===== src/mpr_consts.svh =====
// register offsets, field positions, reset values and counts of the option bank
`ifndef MPR_CONSTS_SVH
`define MPR_CONSTS_SVH
`define MPR_ADR_PINFN 8'h93
`define MPR_ADR_OPTION 8'h94
`define MPR_ADR_FLAGS 8'h95
`define MPR_RST_PINFN 8'h05
`define MPR_RST_OPTION 8'h00
`define MPR_RST_FLAGS 8'h00
`define MPR_BIT_LOWSUP 7
`define MPR_BIT_CMP 6
`define MPR_BIT_TOUCH 5
`define MPR_BIT_CONV 4
`define MPR_BIT_EXT2 2
`define MPR_BIT_PXI 1
`define MPR_BIT_T3 0
`define MPR_FLAG_MASK 8'hF7
`define MPR_T0_DIV_W 6
`define MPR_T3_PER0 32768
`define MPR_T3_PER1 4096
`define MPR_T3_PER2 2048
`define MPR_T3_PER3 512
`define MPR_WDT_MS0 400
`define MPR_WDT_MS1 200
`define MPR_WDT_MS2 100
`define MPR_WDT_MS3 50
`define MPR_ADC_DIV0 6'd32
`define MPR_ADC_DIV1 6'd16
`define MPR_ADC_DIV2 6'd8
`define MPR_ADC_DIV3 6'd4
`endif


===== src/mpr_pkg.sv =====
// types shared by the option register bank
package mpr_pkg;
   // pin function select register layout
   typedef struct packed {
      logic serial_pin_select;
      logic timer2_toggle_out_en;
      logic timer1_toggle_out_en;
      logic timer0_div_out_en;
      logic [1:0] port2_pin1_mode;
      logic [1:0] port2_pin0_mode;
   } mpr_pinfn_t;
   // misc option register layout
   typedef struct packed {
      logic single_wire_serial_en;
      logic timer3_clock_source;
      logic [1:0] watchdog_period_select;
      logic [1:0] converter_clock_divider;
      logic [1:0] timer3_period_select;
   } mpr_option_t;
   // cpu vectoring acknowledges, one-cycle pulses
   typedef struct packed {
      logic comparator;
      logic ext_irq2;
      logic pin_change;
      logic timer3;
   } mpr_ack_t;
endpackage : mpr_pkg


===== src/mpr_regs.sv =====
// pin function, option and interrupt flag register bank on the sfr bus
//
// How it works
// - pin select 0 routes serial to P31/P30, 1 to P16/P02
// - enabled P1.0 toggles on each timer2 overflow
// - enabled P3.5 carries timer1 overflow rate divided by two
// - enabled P3.4 carries timer0 overflow rate divided by 64
// - two-bit mode fields for P2.1 and P2.0, reset to 01
// - single-wire mode puts tx and rx on P3.1 or P1.6
// - timer3 clock is slow clock, or slow clock over 0.75
// - watchdog period field 400/200/100/50 ms, resets to 00
// - converter clock is system clock over 32/16/8/4
// - timer3 period 32768/4096/2048/512 timer3 clocks
// - low supply flag bit 7 set while low, cleared by 7Fh
// - comparator flag bit 6, cleared by vectoring or BFh
// - touch flag bit 5, cleared by DFh or touch start
// - clearing the touch flag also clears both touch channel flags
// - converter flag bit 4, cleared by EFh or converter start
// - ext irq2 flag bit 2 set on each pin falling edge
// - ext irq2 flag cleared by vectoring or FBh
// - timer3 flag bit 0 set at period end, cleared by vector or FEh
// - pin change flag bit 1, cleared by vectoring or FDh
`timescale 1ns/1ps
`default_nettype none
`include "mpr_consts.svh"
module mpr_regs import mpr_pkg::*; #(
   parameter int unsigned T3_PER0 = `MPR_T3_PER0  // longest timer3 period
) (
   input wire logic mclk_i,                   // 25 MHz system clock
   input wire logic resetn_i,                 // sync reset, active low
   input wire logic [7:0] sfr_addr_i,         // sfr address
   input wire logic [7:0] sfr_wdata_i,        // sfr write data
   input wire logic sfr_we_i,                 // sfr write strobe
   input wire logic sfr_re_i,                 // sfr read strobe
   output logic [7:0] sfr_rdata_o,            // read data, valid cycle after re
   input wire logic serial_txd_i,             // transmit bit from serial port
   output logic serial_rxd_o,                 // receive bit to serial port
   input wire logic p30_i,                    // P3.0 pin level
   input wire logic p31_i,                    // P3.1 pin level
   input wire logic p02_i,                    // P0.2 pin level
   input wire logic p16_i,                    // P1.6 pin level
   output logic p31_o,                        // P3.1 drive value
   output logic p31_oe_o,                     // P3.1 drive enable
   output logic p16_o,                        // P1.6 drive value
   output logic p16_oe_o,                     // P1.6 drive enable
   input wire logic t0_ovf_i,                 // timer0 overflow pulse
   input wire logic t1_ovf_i,                 // timer1 overflow pulse
   input wire logic t2_ovf_i,                 // timer2 overflow pulse
   output logic p10_o,                        // P1.0 timer2 toggle out
   output logic p10_oe_o,                     // P1.0 drive enable
   output logic p35_o,                        // P3.5 timer1 toggle out
   output logic p35_oe_o,                     // P3.5 drive enable
   output logic p34_o,                        // P3.4 timer0 divided out
   output logic p34_oe_o,                     // P3.4 drive enable
   output logic [1:0] port2_pin1_mode_o,      // P2.1 mode
   output logic [1:0] port2_pin0_mode_o,      // P2.0 mode
   output logic [1:0] watchdog_period_select_o, // watchdog period code
   output logic converter_clk_tick_o,         // converter clock enable pulse
   input wire logic slow_osc_clock_i,         // slow clock, foreign domain
   input wire logic slow_fast_clock_i,        // slow/0.75 clock, foreign domain
   output logic timer3_ovf_o,                 // timer3 period end pulse
   input wire logic low_supply_detect_i,      // supply low level, async
   input wire logic comparator_output_i,      // comparator trigger pulse
   input wire logic touch_done_i,             // touch conversion end pulse
   input wire logic touch_conversion_start_i, // touch start bit set pulse
   output logic touch_chan_clr_o,             // clears touch channel a/b flags
   input wire logic converter_done_i,         // converter end pulse
   input wire logic converter_start_bit_i,    // converter start bit set pulse
   input wire logic ext_irq2_pin_i,           // external irq2 pin, async
   input wire logic pin_change_i,             // enabled pin change pulse
   input wire mpr_ack_t ack_i,                // vectoring acknowledges
   output logic [7:0] flags_o                 // flag register contents
);
   ////////////////////////////////////////////////////////////////////////
   // declarations
   mpr_pinfn_t pinfn_q;
   mpr_option_t option_q;
   logic [7:0] flags_q;
   logic [7:0] flags_d;
   logic [1:0] rx30_q, rx31_q, rx02_q, rx16_q, slow_q, fast_q, lvd_q, irq2_q;
   logic irq2_d2_q;
   logic t2_tog_q;
   logic t1_tog_q;
   logic [`MPR_T0_DIV_W-1:0] t0_div_q;
   logic [5:0] adc_cnt_q;
   logic [5:0] adc_cnt_d;
   logic adc_last;
   logic wr_pinfn, wr_option, wr_flags;
   logic [7:0] rd_mux;
   logic [7:0] flag_set;
   logic [7:0] flag_clr;
   logic irq2_fall;
   logic t3_ovf;
   logic rx_sel;
   logic tx31_val, tx31_oe, tx16_val, tx16_oe;

   // converter divide ratio
   function automatic logic [5:0] adc_div(input logic [1:0] sel);
      case (sel)
         2'd0: adc_div = `MPR_ADC_DIV0;
         2'd1: adc_div = `MPR_ADC_DIV1;
         2'd2: adc_div = `MPR_ADC_DIV2;
         default: adc_div = `MPR_ADC_DIV3;
      endcase
   endfunction : adc_div

   ////////////////////////////////////////////////////////////////////////
   // address decode and read mux; unmapped reads return zero
   assign wr_pinfn = sfr_we_i && (sfr_addr_i == `MPR_ADR_PINFN);
   assign wr_option = sfr_we_i && (sfr_addr_i == `MPR_ADR_OPTION);
   assign wr_flags = sfr_we_i && (sfr_addr_i == `MPR_ADR_FLAGS);
   assign rd_mux = (sfr_addr_i == `MPR_ADR_PINFN) ? pinfn_q :
                   (sfr_addr_i == `MPR_ADR_OPTION) ? option_q :
                   (sfr_addr_i == `MPR_ADR_FLAGS) ? flags_q : 8'h00;

   // configuration registers
   always_ff @(posedge mclk_i)
   begin
      if (!resetn_i)
      begin
         pinfn_q <= `MPR_RST_PINFN;
         option_q <= `MPR_RST_OPTION;
         sfr_rdata_o <= 8'h00;
      end
      else
      begin
         if (wr_pinfn)
            pinfn_q <= sfr_wdata_i;
         if (wr_option)
            option_q <= sfr_wdata_i;
         sfr_rdata_o <= sfr_re_i ? rd_mux : sfr_rdata_o;
      end
   end

   ////////////////////////////////////////////////////////////////////////
   // two-flop synchronisers for every foreign input
   always_ff @(posedge mclk_i)
   begin
      if (!resetn_i)
      begin
         rx30_q <= 2'b11;
         rx31_q <= 2'b11;
         rx02_q <= 2'b11;
         rx16_q <= 2'b11;
         slow_q <= 2'b00;
         fast_q <= 2'b00;
         lvd_q <= 2'b00;
         irq2_q <= 2'b11;
         irq2_d2_q <= 1'b1;
      end
      else
      begin
         rx30_q <= {rx30_q[0], p30_i};
         rx31_q <= {rx31_q[0], p31_i};
         rx02_q <= {rx02_q[0], p02_i};
         rx16_q <= {rx16_q[0], p16_i};
         slow_q <= {slow_q[0], slow_osc_clock_i};
         fast_q <= {fast_q[0], slow_fast_clock_i};
         lvd_q <= {lvd_q[0], low_supply_detect_i};
         irq2_q <= {irq2_q[0], ext_irq2_pin_i};
         irq2_d2_q <= irq2_q[1];
      end
   end

   ////////////////////////////////////////////////////////////////////////
   // serial pin routing; single-wire mode drives low only, pin pulled high
   assign rx_sel = pinfn_q.serial_pin_select;
   assign tx31_val = option_q.single_wire_serial_en ? 1'b0 : serial_txd_i;
   assign tx31_oe = ~rx_sel & (~option_q.single_wire_serial_en | ~serial_txd_i);
   assign tx16_val = tx31_val;
   assign tx16_oe = rx_sel & (~option_q.single_wire_serial_en | ~serial_txd_i);

   // registered pin drive and receive selection
   always_ff @(posedge mclk_i)
   begin
      if (!resetn_i)
      begin
         p31_o <= 1'b1;
         p31_oe_o <= 1'b0;
         p16_o <= 1'b1;
         p16_oe_o <= 1'b0;
         serial_rxd_o <= 1'b1;
      end
      else
      begin
         p31_o <= tx31_val;
         p31_oe_o <= tx31_oe;
         p16_o <= tx16_val;
         p16_oe_o <= tx16_oe;
         if (option_q.single_wire_serial_en)
            serial_rxd_o <= rx_sel ? rx16_q[1] : rx31_q[1];
         else
            serial_rxd_o <= rx_sel ? rx02_q[1] : rx30_q[1];
      end
   end

   ////////////////////////////////////////////////////////////////////////
   // timer overflow divided outputs, dividers free-run so enable is glitch-free
   always_ff @(posedge mclk_i)
   begin
      if (!resetn_i)
      begin
         t2_tog_q <= 1'b0;
         t1_tog_q <= 1'b0;
         t0_div_q <= '0;
         p10_o <= 1'b0;
         p35_o <= 1'b0;
         p34_o <= 1'b0;
         p10_oe_o <= 1'b0;
         p35_oe_o <= 1'b0;
         p34_oe_o <= 1'b0;
      end
      else
      begin
         t2_tog_q <= t2_tog_q ^ t2_ovf_i;
         t1_tog_q <= t1_tog_q ^ t1_ovf_i;
         t0_div_q <= t0_div_q + `MPR_T0_DIV_W'(t0_ovf_i);
         p10_o <= t2_tog_q;
         p35_o <= t1_tog_q;
         p34_o <= t0_div_q[`MPR_T0_DIV_W-1];
         p10_oe_o <= pinfn_q.timer2_toggle_out_en;
         p35_oe_o <= pinfn_q.timer1_toggle_out_en;
         p34_oe_o <= pinfn_q.timer0_div_out_en;
      end
   end

   ////////////////////////////////////////////////////////////////////////
   // converter clock enable; a changed divider applies at once, a count at or past the new end wraps at the next edge
   assign adc_last = (adc_cnt_q >= adc_div(option_q.converter_clock_divider) - 6'd1);
   assign adc_cnt_d = adc_last ? 6'd0 : adc_cnt_q + 6'd1;

   always_ff @(posedge mclk_i)
   begin
      if (!resetn_i)
      begin
         adc_cnt_q <= 6'd0;
         converter_clk_tick_o <= 1'b0;
      end
      else
      begin
         adc_cnt_q <= adc_cnt_d;
         converter_clk_tick_o <= adc_last;
      end
   end

   // timer3 on the selected slow clock
   mpr_timer3 #(
      .PER0 (T3_PER0)
   ) u_timer3 (
      .mclk_i (mclk_i),
      .resetn_i (resetn_i),
      .slow_s_i (slow_q[1]),
      .fast_s_i (fast_q[1]),
      .src_sel_i (option_q.timer3_clock_source),
      .psc_i (option_q.timer3_period_select),
      .overflow_o (t3_ovf)
   );

   ////////////////////////////////////////////////////////////////////////
   // flag sets and clears; set beats clear in the same cycle
   assign irq2_fall = irq2_d2_q & ~irq2_q[1];
   assign flag_set = {lvd_q[1], comparator_output_i, touch_done_i, converter_done_i,
                      1'b0, irq2_fall, pin_change_i, t3_ovf};
   assign flag_clr[`MPR_BIT_LOWSUP] = wr_flags & ~sfr_wdata_i[`MPR_BIT_LOWSUP];
   assign flag_clr[`MPR_BIT_CMP] = (wr_flags & ~sfr_wdata_i[`MPR_BIT_CMP]) | ack_i.comparator;
   assign flag_clr[`MPR_BIT_TOUCH] = (wr_flags & ~sfr_wdata_i[`MPR_BIT_TOUCH]) |
                                     touch_conversion_start_i;
   assign flag_clr[`MPR_BIT_CONV] = (wr_flags & ~sfr_wdata_i[`MPR_BIT_CONV]) |
                                    converter_start_bit_i;
   assign flag_clr[3] = 1'b0;
   assign flag_clr[`MPR_BIT_EXT2] = (wr_flags & ~sfr_wdata_i[`MPR_BIT_EXT2]) | ack_i.ext_irq2;
   assign flag_clr[`MPR_BIT_PXI] = (wr_flags & ~sfr_wdata_i[`MPR_BIT_PXI]) | ack_i.pin_change;
   assign flag_clr[`MPR_BIT_T3] = (wr_flags & ~sfr_wdata_i[`MPR_BIT_T3]) | ack_i.timer3;
   assign flags_d = ((flags_q & ~flag_clr) | flag_set) & `MPR_FLAG_MASK;

   // flag register and touch channel clear pulse
   always_ff @(posedge mclk_i)
   begin
      if (!resetn_i)
      begin
         flags_q <= `MPR_RST_FLAGS;
         touch_chan_clr_o <= 1'b0;
      end
      else
      begin
         flags_q <= flags_d;
         touch_chan_clr_o <= flag_clr[`MPR_BIT_TOUCH];
      end
   end

   ////////////////////////////////////////////////////////////////////////
   // registered copies of configuration fields, timer3 overflow and flags
   always_ff @(posedge mclk_i)
   begin
      if (!resetn_i)
      begin
         port2_pin1_mode_o <= 2'b01;
         port2_pin0_mode_o <= 2'b01;
         watchdog_period_select_o <= 2'b00;
         timer3_ovf_o <= 1'b0;
         flags_o <= `MPR_RST_FLAGS;
      end
      else
      begin
         port2_pin1_mode_o <= pinfn_q.port2_pin1_mode;
         port2_pin0_mode_o <= pinfn_q.port2_pin0_mode;
         watchdog_period_select_o <= option_q.watchdog_period_select;
         timer3_ovf_o <= t3_ovf;
         flags_o <= flags_d;
      end
   end

   ////////////////////////////////////////////////////////////////////////
   // checks
   set_beats_clear_a: assert property (@(posedge mclk_i) disable iff (!resetn_i)
      flag_set[`MPR_BIT_EXT2] |=> flags_q[`MPR_BIT_EXT2])
      else $error("ext irq2 flag lost a set");
   write_one_keeps_a: assert property (@(posedge mclk_i) disable iff (!resetn_i)
      wr_flags && sfr_wdata_i[`MPR_BIT_CONV] && !converter_start_bit_i && flags_q[`MPR_BIT_CONV]
      |=> flags_q[`MPR_BIT_CONV]) else $error("converter flag lost on a one write");
   lowsup_clear_a: assert property (@(posedge mclk_i) disable iff (!resetn_i)
      wr_flags && !sfr_wdata_i[`MPR_BIT_LOWSUP] && !lvd_q[1] |=> !flags_q[`MPR_BIT_LOWSUP])
      else $error("low supply flag not cleared");
   cmp_vector_a: assert property (@(posedge mclk_i) disable iff (!resetn_i)
      ack_i.comparator && !comparator_output_i |=> !flags_q[`MPR_BIT_CMP])
      else $error("comparator flag survived vectoring");
   touch_chain_a: assert property (@(posedge mclk_i) disable iff (!resetn_i)
      touch_conversion_start_i |=> touch_chan_clr_o) else $error("touch channels not cleared");
   conv_start_a: assert property (@(posedge mclk_i) disable iff (!resetn_i)
      converter_start_bit_i && !converter_done_i |=> !flags_q[`MPR_BIT_CONV])
      else $error("converter flag survived start");
   irq2_edge_a: assert property (@(posedge mclk_i) disable iff (!resetn_i)
      $fell(irq2_q[1]) |=> flags_q[`MPR_BIT_EXT2]) else $error("irq2 edge missed");
   t3_flag_a: assert property (@(posedge mclk_i) disable iff (!resetn_i)
      t3_ovf |=> flags_q[`MPR_BIT_T3] && timer3_ovf_o) else $error("timer3 flag not set");
   serial_route_a: assert property (@(posedge mclk_i) disable iff (!resetn_i)
      !option_q.single_wire_serial_en && $stable(pinfn_q) && pinfn_q.serial_pin_select
      |=> !p31_oe_o) else $error("P3.1 driven while serial on P1.6");
   t0_div_a: assert property (@(posedge mclk_i) disable iff (!resetn_i)
      t0_ovf_i && t0_div_q == 6'd31 |=> ##1 p34_o) else $error("timer0 divider wrong");
   mode_reset_a: assert property (@(posedge mclk_i)
      !resetn_i |=> pinfn_q.port2_pin0_mode == 2'b01) else $error("P2.0 mode reset wrong");
   adc_tick_a: assert property (@(posedge mclk_i) disable iff (!resetn_i)
      option_q.converter_clock_divider == 2'b11 && $stable(option_q) && converter_clk_tick_o
      |=> !converter_clk_tick_o [*3]) else $error("converter clock spacing wrong");
   flag_wr_c: cover property (@(posedge mclk_i) disable iff (!resetn_i) wr_flags && |flags_q);
   irq2_c: cover property (@(posedge mclk_i) disable iff (!resetn_i) irq2_fall && wr_flags);
   single_wire_c: cover property (@(posedge mclk_i) disable iff (!resetn_i)
      option_q.single_wire_serial_en && p16_oe_o);
endmodule : mpr_regs
`default_nettype wire


===== src/mpr_timer3.sv =====
// timer3 period counter with selectable clock source
`timescale 1ns/1ps
`default_nettype none
`include "mpr_consts.svh"
module mpr_timer3 import mpr_pkg::*; #(
   parameter int unsigned PER0 = `MPR_T3_PER0
) (
   input wire logic mclk_i,        // system clock
   input wire logic resetn_i,      // sync reset, active low
   input wire logic slow_s_i,      // synced slow clock level
   input wire logic fast_s_i,      // synced slow/0.75 clock level
   input wire logic src_sel_i,     // 1 selects the faster source
   input wire logic [1:0] psc_i,   // period select
   output logic overflow_o         // one-cycle pulse at period end
);
   logic slow_d1_q;
   logic fast_d1_q;
   logic [15:0] cnt_q;
   logic [15:0] cnt_d;
   logic tick;
   logic last;
   logic [15:0] period_m1;

   // period in timer3 clocks minus one
   function automatic logic [15:0] per_m1(input logic [1:0] sel);
      case (sel)
         2'd0: per_m1 = 16'(PER0 - 1);
         2'd1: per_m1 = 16'(`MPR_T3_PER1 - 1);
         2'd2: per_m1 = 16'(`MPR_T3_PER2 - 1);
         default: per_m1 = 16'(`MPR_T3_PER3 - 1);
      endcase
   endfunction : per_m1

   // rising edge of the chosen source is one timer3 clock
   assign tick = src_sel_i ? (fast_s_i & ~fast_d1_q) : (slow_s_i & ~slow_d1_q);
   assign period_m1 = per_m1(psc_i);
   assign last = tick && (cnt_q >= period_m1);
   assign cnt_d = last ? 16'h0000 : (tick ? cnt_q + 16'h0001 : cnt_q);

   // a shortened period after a select change ends at the next timer3 clock, never wraps 64k
   always_ff @(posedge mclk_i)
   begin
      if (!resetn_i)
      begin
         slow_d1_q <= 1'b0;
         fast_d1_q <= 1'b0;
         cnt_q <= 16'h0000;
         overflow_o <= 1'b0;
      end
      else
      begin
         slow_d1_q <= slow_s_i;
         fast_d1_q <= fast_s_i;
         cnt_q <= cnt_d;
         overflow_o <= last;
      end
   end

   t3_count_bound_a: assert property (@(posedge mclk_i) disable iff (!resetn_i)
      cnt_q <= per_m1(2'd0) || cnt_q <= per_m1(2'd1))
      else $error("timer3 count ran past the longest period");
   t3_overflow_cause_a: assert property (@(posedge mclk_i) disable iff (!resetn_i)
      overflow_o |-> $past(tick) && $past(cnt_q) >= $past(period_m1))
      else $error("timer3 overflow without a completed period");
   t3_overflow_c: cover property (@(posedge mclk_i) disable iff (!resetn_i) overflow_o);
endmodule : mpr_timer3
`default_nettype wire


===== config.mk =====
export PLATFORM = sky130hd
export DESIGN_NAME = mpr_regs
export DESIGN_NICKNAME = d
export VERILOG_FILES = /design/src/mpr_pkg.sv /design/src/mpr_regs.sv /design/src/mpr_timer3.sv
export VERILOG_INCLUDE_DIRS = /design/src /design/src/src
export SDC_FILE = /design/constraint.sdc
export NUM_CORES = 1
export LEC_CHECK = 0
export ABC_AREA = 1
export BUFFER_PORTS_ARGS = -buffer_cell sky130_fd_sc_hd__buf_4
export CORE_MARGIN = 2
export CORE_UTILIZATION = 32
export CTS_CLUSTER_DIAMETER = 100
export DETAILED_ROUTE_END_ITERATION = 10
export MAX_ROUTING_LAYER = met4
export SYNTH_ARGS = -nofsm -noshare
export SYNTH_HDL_FRONTEND = slang
export SYNTH_HIERARCHICAL = 1
export SYNTH_SLANG_ARGS = --single-unit

===== constraint.sdc =====
create_clock -name mclk_i -period 2.45 [get_ports mclk_i]
set_input_delay 0.6125 -clock mclk_i [delete_from_list [all_inputs] [get_ports mclk_i]]
set_output_delay 0.6125 -clock mclk_i [all_outputs]
set_load 0.01 [all_outputs]

After elaboration in Yosys (flattened, before gate mapping) --
Cells that the tools add are included.
Storage, ports and cells: bits in registers 101, input port bits 42, output and inout port bits 36, word-level logic and storage cells 116
Cells by class: add/subtract/negate cells 4, $lt $le $gt $ge 2, equal/unequal tests 7, mux-type cells 10, bitwise logic cells 38, reduce and logical (&&, ||, !) cells 8
Operators by type and width (count):
- $pmux W15 S3 | 1
- $eq A8 B8 Y1 const B | 3
- $mux W8 | 3
- $pmux W6 S3 | 1
- $add A16 B1 Y16 const B | 1
- $ge A16 B15 Y1 | 1
- $not A1 Y1 | 14
- $and A1 B1 Y1 | 12
- $and A8 B8 Y8 | 1
- $not A8 Y8 | 1
- $or A8 B8 Y8 | 1
- $or A1 B1 Y1 | 7
- $add A6 B1 Y6 | 1
- $add A6 B1 Y6 const B | 1
- $ge A6 B6 Y1 | 1
- $sub A6 B1 Y6 const B | 1
- $mux W1 | 5
- $eq A2 B1 Y1 const B | 2
- $eq A2 B2 Y1 const B | 2
- $logic_and A1 B1 Y1 | 4
- $logic_not A2 Y1 | 2
- $reduce_or A2 Y1 | 2
- $xor A1 B1 Y1 | 2

Logic depth before layout (Yosys ltp) --
depth after elaboration 7, mapped depth 12, mapped depth without buffers 11

Hierarchy --
Netlist, hierarchy kept.
By module, submodules not included:
- mpr_regs | times used 1, cells an instance 377, area an instance 3049.2 um^2, sequential area each 1621.6 um^2
- mpr_timer3 | times used 1, cells an instance 155, area an instance 1097.3 um^2, sequential area each 380.4 um^2

Worst setup path after synthesis --
Ideal clock, no wire load.
kind register -> register, start reg option_q[1] (netlist bit), end reg u_timer3.cnt_q[5], library setup time 116 ps, arrival time 1602 ps, required time 2334 ps, setup slack 732 ps, cell stages (with the launch flop) 13, path through dfxtp_1 or2_2 ha_1 inv_1 nor2_1 nand3_1 nor2_1 nand2_1 nand3_2 nand2_2 nand2_4 buf_6 nor2_1
Between the ends: longest elaborated chain between the ends 5
RTL lines:
- start: declaration | line mpr_regs.sv:77 | mpr_option_t option_q;
- start signal: assignment | line mpr_regs.sv:122 | option_q <= `MPR_RST_OPTION;
- start signal: assignment | line mpr_regs.sv:130 | option_q <= sfr_wdata_i;
- $eq A2 B2 Y1 (tied with other cells) | line mpr_timer3.sv:26 | case (sel)
- $pmux W15 S3 (*) | line mpr_timer3.sv:26
- $ge A16 B15 Y1 (*) | line mpr_timer3.sv:37 | assign last = tick && (cnt_q >= period_m1);
- $logic_and A1 B1 Y1 (*) | line mpr_timer3.sv:37
- $reduce_or A2 Y1 (no source line) (*)
- end signal: assignment | line mpr_timer3.sv:54 | cnt_q <= cnt_d;
- end: declaration | line mpr_timer3.sv:18 | logic [15:0] cnt_q;
Every way passes the cells marked *; elsewhere a longest branch is shown, timed or not. A chain may end at the register's enable or synchronous reset.

Final worst setup path --
start reg option_q[1] (netlist bit), end reg u_timer3.cnt_q[1]
The elaborated chain is that of the path after synthesis.

==> out/results.ini <==
[setup_path]
cp_cell_sequence=or2_2 -> ha_1 -> inv_1 -> nor2_1 -> nand3_1 -> nor2_1 -> nand2_1 -> nand3_2 -> nand2_2 -> nand2_4 -> nor2_1
timing.rr.start=option_q[1]
cp_slowest_stage_delay_ns=0.36
cp_slowest_cell=sky130_fd_sc_hd__dfxtp_1
setup.worst_path.end_class=flip-flop
critPathMostFrequentCell=sky130_fd_sc_hd__nor2_1
timing.reg2reg.worst_path_depth=11
worst_r2r_endpoint=u_timer3/cnt_q[1]
critPathRequiredTime_ns=2.68
worst_ep_arrival_time_ns=2.14
worst_setup_path_start_kind=flip-flop
worst-path-buf-inv=1
crit_fanout=16
r2r_setup_slack_ns=0.54
timing_worst_setup_path_type=flip-flop to flip-flop
path_delay_family=simple AND/OR/NAND/NOR gates

[job]
maxCapViolations=0

[synth]
ys_ff_latch=100
ys_seq_area_share_pct=48.3
syn-mean-instance-area_um2=7.79
post_synth_instance_area_mm2=0.00415
synth.mux.area_fraction_pct=0
synth_compound_area_share_pct=9.23
yosys_warnings=6
postSynth.asyncResetShare_pct=0
netlist_top_cells_area=sky130_fd_sc_hd__dfxtp_1 (48%), sky130_fd_sc_hd__inv_1 (7.6%), sky130_fd_sc_hd__nand2_1 (7.4%)
synth_top_area_share_pct=48.3
syn_nets=586
xor_xnor_portion_of_the_synthesized_cell_area_pct=3.17
yosys_most_used_dff=sky130_fd_sc_hd__dfxtp_1
synth.distinct_cells=33
synthesis.instances=532
dominant_combinational_cell_family_by_area_after_synthesis=simple AND/OR/NAND/NOR gates
number_of_enable_flip_flop_cells_after_synthesis=0
synth_simple_gate_area_share_pct=25.2
synthAdderAreaFrac_pct=3.62
synthDominantAreaCellType=sky130_fd_sc_hd__dfxtp_1

[outcome]
outcome=completed

[grt]
maximum_number_of_pins_on_one_net_before_global_route_repair=26
antenna_found_initial=0
global_route_wire_length_before_repair_um=16000
gr-total-overflow=0
first_global_vias=3500
globalRouteTotalUtil_pct=14.6

[worst_hold_path]
timing.hold.worst.class=flip-flop to flip-flop
hold_start=rx16_q[0]
worst_hold_path.endpoint=rx16_q[1]
min_path_cells=1

[finish]
n_fill_cell=1309
area_of_combinational_cells_with_multiple_inputs_mm2=0.00172
final-seq-area_mm2=0.00200
area_delta_synth_final_pct=24.4
num_antenna_cells=0
fin_area_mm2=0.00516
num-nets-final=662
post_route_cells_drive_above_1_share_pct=20.7

[cts]
clkSinkCount=100
post_cts_setup_driven_buffer_insertion_count=0
cts-buffers-inserted=9
ctsResizeCount=0
ctsHtreeMaxLevel=3
tritoncts=yes
clock_transition_at_the_register_clock_pins_on_the_worst_setup_and_hold_paths_after_cts_ns=0.07
cts_hold_repair.buffers=0
clock_path_buffers=2
clkLatencyLatePin_ns=0.34
cts_root_buffer=sky130_fd_sc_hd__clkbuf_16

[die]
die_height_um=118
initial_utilization_pct=32.9
dieWidth_um=118
coreArea_mm2=0.0126
die_area_mm2=0.0139
rows=41
floorplan.io_pins=78

[timing]
period_utilization_post_route_pct=77.9
report.final.slew_viol_count=0
skew_ns=0.00665
max_freq_mhz=524
setup_viol=0
finalHoldViolCount=0
setup_repair_after_global_routing_missed_its_margin=false
timing.setup.tns_ns=0
layout_min_cycle_time_ns=1.91

[placement]
placed_cell_area_mm2=0.00487
io_buffer_count=76
gpl.final_weighted_congestion=0.833
dp_hpwl_um=6930

[power_and_ir_drop]
power_mw=3.31
power.leakage_nw=2.41
power.ir.vdd_worst_uv=429
pwr_density_cell_mw_per_mm2=642

[drt]
drt_iter0_markers=215
drtPass1Iterations=4
drt-vias-per-instance=4.49
avgRoutedWirePerCell_um=12.1
drtAntennaViolNets=0
drcViolationCount=0
via_count=3525
totalWireLength_um=9510

how the worst max path moves through the flow:
stage / from / end / slack [ns] / cells after the start
after floorplan: option_q[1] / u_timer3/cnt_q[5] / 0.73 / 12
after global placement: sfr_addr_i[6] / flags_o[4] / 0.51 / 8
after detailed placement: sfr_addr_i[6] / flags_o[7] / 0.48 / 8
after CTS: option_q[1] / u_timer3/cnt_q[2] / 0.54 / 11
after global routing: option_q[1] / u_timer3/cnt_q[5] / 0.42 / 9
final: option_q[1] / u_timer3/cnt_q[1] / 0.54 / 11
cell usage after synthesis (2+ instances only):
cell type	instances
sky130_fd_sc_hd__nor2_1	73
sky130_fd_sc_hd__nand2_2	5
sky130_fd_sc_hd__nor3_2	2
sky130_fd_sc_hd__nor3_1	5
sky130_fd_sc_hd__nand3_2	3
sky130_fd_sc_hd__conb_1	2
sky130_fd_sc_hd__a31oi_1	2
sky130_fd_sc_hd__buf_4	2
sky130_fd_sc_hd__xor2_1	8
sky130_fd_sc_hd__nor2_4	2
sky130_fd_sc_hd__ha_1	12
sky130_fd_sc_hd__inv_1	84
sky130_fd_sc_hd__xnor2_1	7
sky130_fd_sc_hd__a21oi_1	27
sky130_fd_sc_hd__buf_2	3
sky130_fd_sc_hd__or2_2	12
sky130_fd_sc_hd__nor2_2	3
sky130_fd_sc_hd__inv_2	2
sky130_fd_sc_hd__nand2_1	82
sky130_fd_sc_hd__o21ai_0	44
sky130_fd_sc_hd__nand3_1	24
sky130_fd_sc_hd__clkbuf_1	6
sky130_fd_sc_hd__dfxtp_1	100
sky130_fd_sc_hd__o211ai_1	2
sky130_fd_sc_hd__nand4_1	10
sky130_fd_sc_hd__buf_6	3
power by group:
part	total (mW)	switching, mW	leakage (nW)	internal (mW)
Combinational	0.222	0.115	1.45	0.107
Clock	1.40	0.600	0.140	0.796
Sequential	1.69	0.0230	0.816	1.67
Total	3.31	0.739	2.41	2.57
layout by cell type (no fill, tap or decap), types with 2 or more instances in the layout:
cell type / instances
sky130_fd_sc_hd__nand2_1: 82
sky130_fd_sc_hd__or2_2: 12
sky130_fd_sc_hd__a21oi_1: 27
sky130_fd_sc_hd__inv_1: 84
sky130_fd_sc_hd__o21ai_0: 44
sky130_fd_sc_hd__clkbuf_16: 9
sky130_fd_sc_hd__nor3_2: 2
sky130_fd_sc_hd__ha_1: 12
sky130_fd_sc_hd__nor2_4: 2
sky130_fd_sc_hd__o211ai_1: 2
sky130_fd_sc_hd__nor2_2: 3
sky130_fd_sc_hd__xor2_1: 8
sky130_fd_sc_hd__xnor2_1: 7
sky130_fd_sc_hd__nand3_1: 24
sky130_fd_sc_hd__inv_2: 2
sky130_fd_sc_hd__buf_4: 81
sky130_fd_sc_hd__nor3_1: 5
sky130_fd_sc_hd__nand3_2: 3
sky130_fd_sc_hd__clkbuf_1: 2
sky130_fd_sc_hd__a31oi_1: 2
sky130_fd_sc_hd__conb_1: 2
sky130_fd_sc_hd__nand2_2: 5
sky130_fd_sc_hd__nor2_1: 73
sky130_fd_sc_hd__dfxtp_1: 100
sky130_fd_sc_hd__nand4_1: 10
worst register-to-register path: stages (launching register included):
cell and delay (ns):
sky130_fd_sc_hd__dfxtp_1 0.36, sky130_fd_sc_hd__or2_2 0.32, sky130_fd_sc_hd__ha_1 0.32, sky130_fd_sc_hd__inv_1 0.06, sky130_fd_sc_hd__nor2_1 0.09, sky130_fd_sc_hd__nand3_1 0.08
sky130_fd_sc_hd__nor2_1 0.09, sky130_fd_sc_hd__nand2_1 0.08, sky130_fd_sc_hd__nand3_2 0.08, sky130_fd_sc_hd__nand2_2 0.08, sky130_fd_sc_hd__nand2_4 0.19, sky130_fd_sc_hd__nor2_1 0.07
state kept, by name (all words and copies together), names as in the netlist, 6 cells and up:
| register | count |
|---|---|
| adc_cnt_q | 6 |
| flags_o | 7 |
| option_q | 8 |
| pinfn_q | 7 |
| sfr_rdata_o | 8 |
| t0_div_q | 6 |
| u_timer3/cnt_q | 16 |
per-stage QoR:
step                      setup WS (ns)  hold WS, ns  utilization (%)  cells
after floorplan                   0.732        0.390                -    532
after global placement            0.508        0.392             38.6    769
after detailed placement          0.479        0.398             38.6    769
after CTS                         0.543        0.413             40.9    785
after global routing              0.418        0.430             40.9    785
final                             0.542        0.412             40.9    785
metal layers:
metal | wire, µm | GRT usage [%] | vias up
met1 | 4280 | 17.4 | 1626
met2 | 4600 | 23.8 | 73
met5 | 0 | - | -
li1 | - | - | 1809
met4 | 165 | 5.27 | 0
met3 | 458 | 3.78 | 17
layout make-up:
type	count	share of cell area [%]
Sequential cell	100	38.8
Inverter	86	6.26
Multi-Input combinational cell	330	33.3
Clock inverter	5	1.16
Timing Repair Buffer	81	11.8
Clock buffer	11	4.51
Tap cell	172	4.17
cell families (layout without fill, tap and decap cells):
family / after synthesis / in the layout
simple gates: 226 / 226
buf+inv: 102 / 183
flops: 100 / 100
compound gates: 75 / 75
xor+xnor: 15 / 15
fa+ha+maj: 12 / 12
other cells: 2 / 2
(Power assumes the default switching activity.)
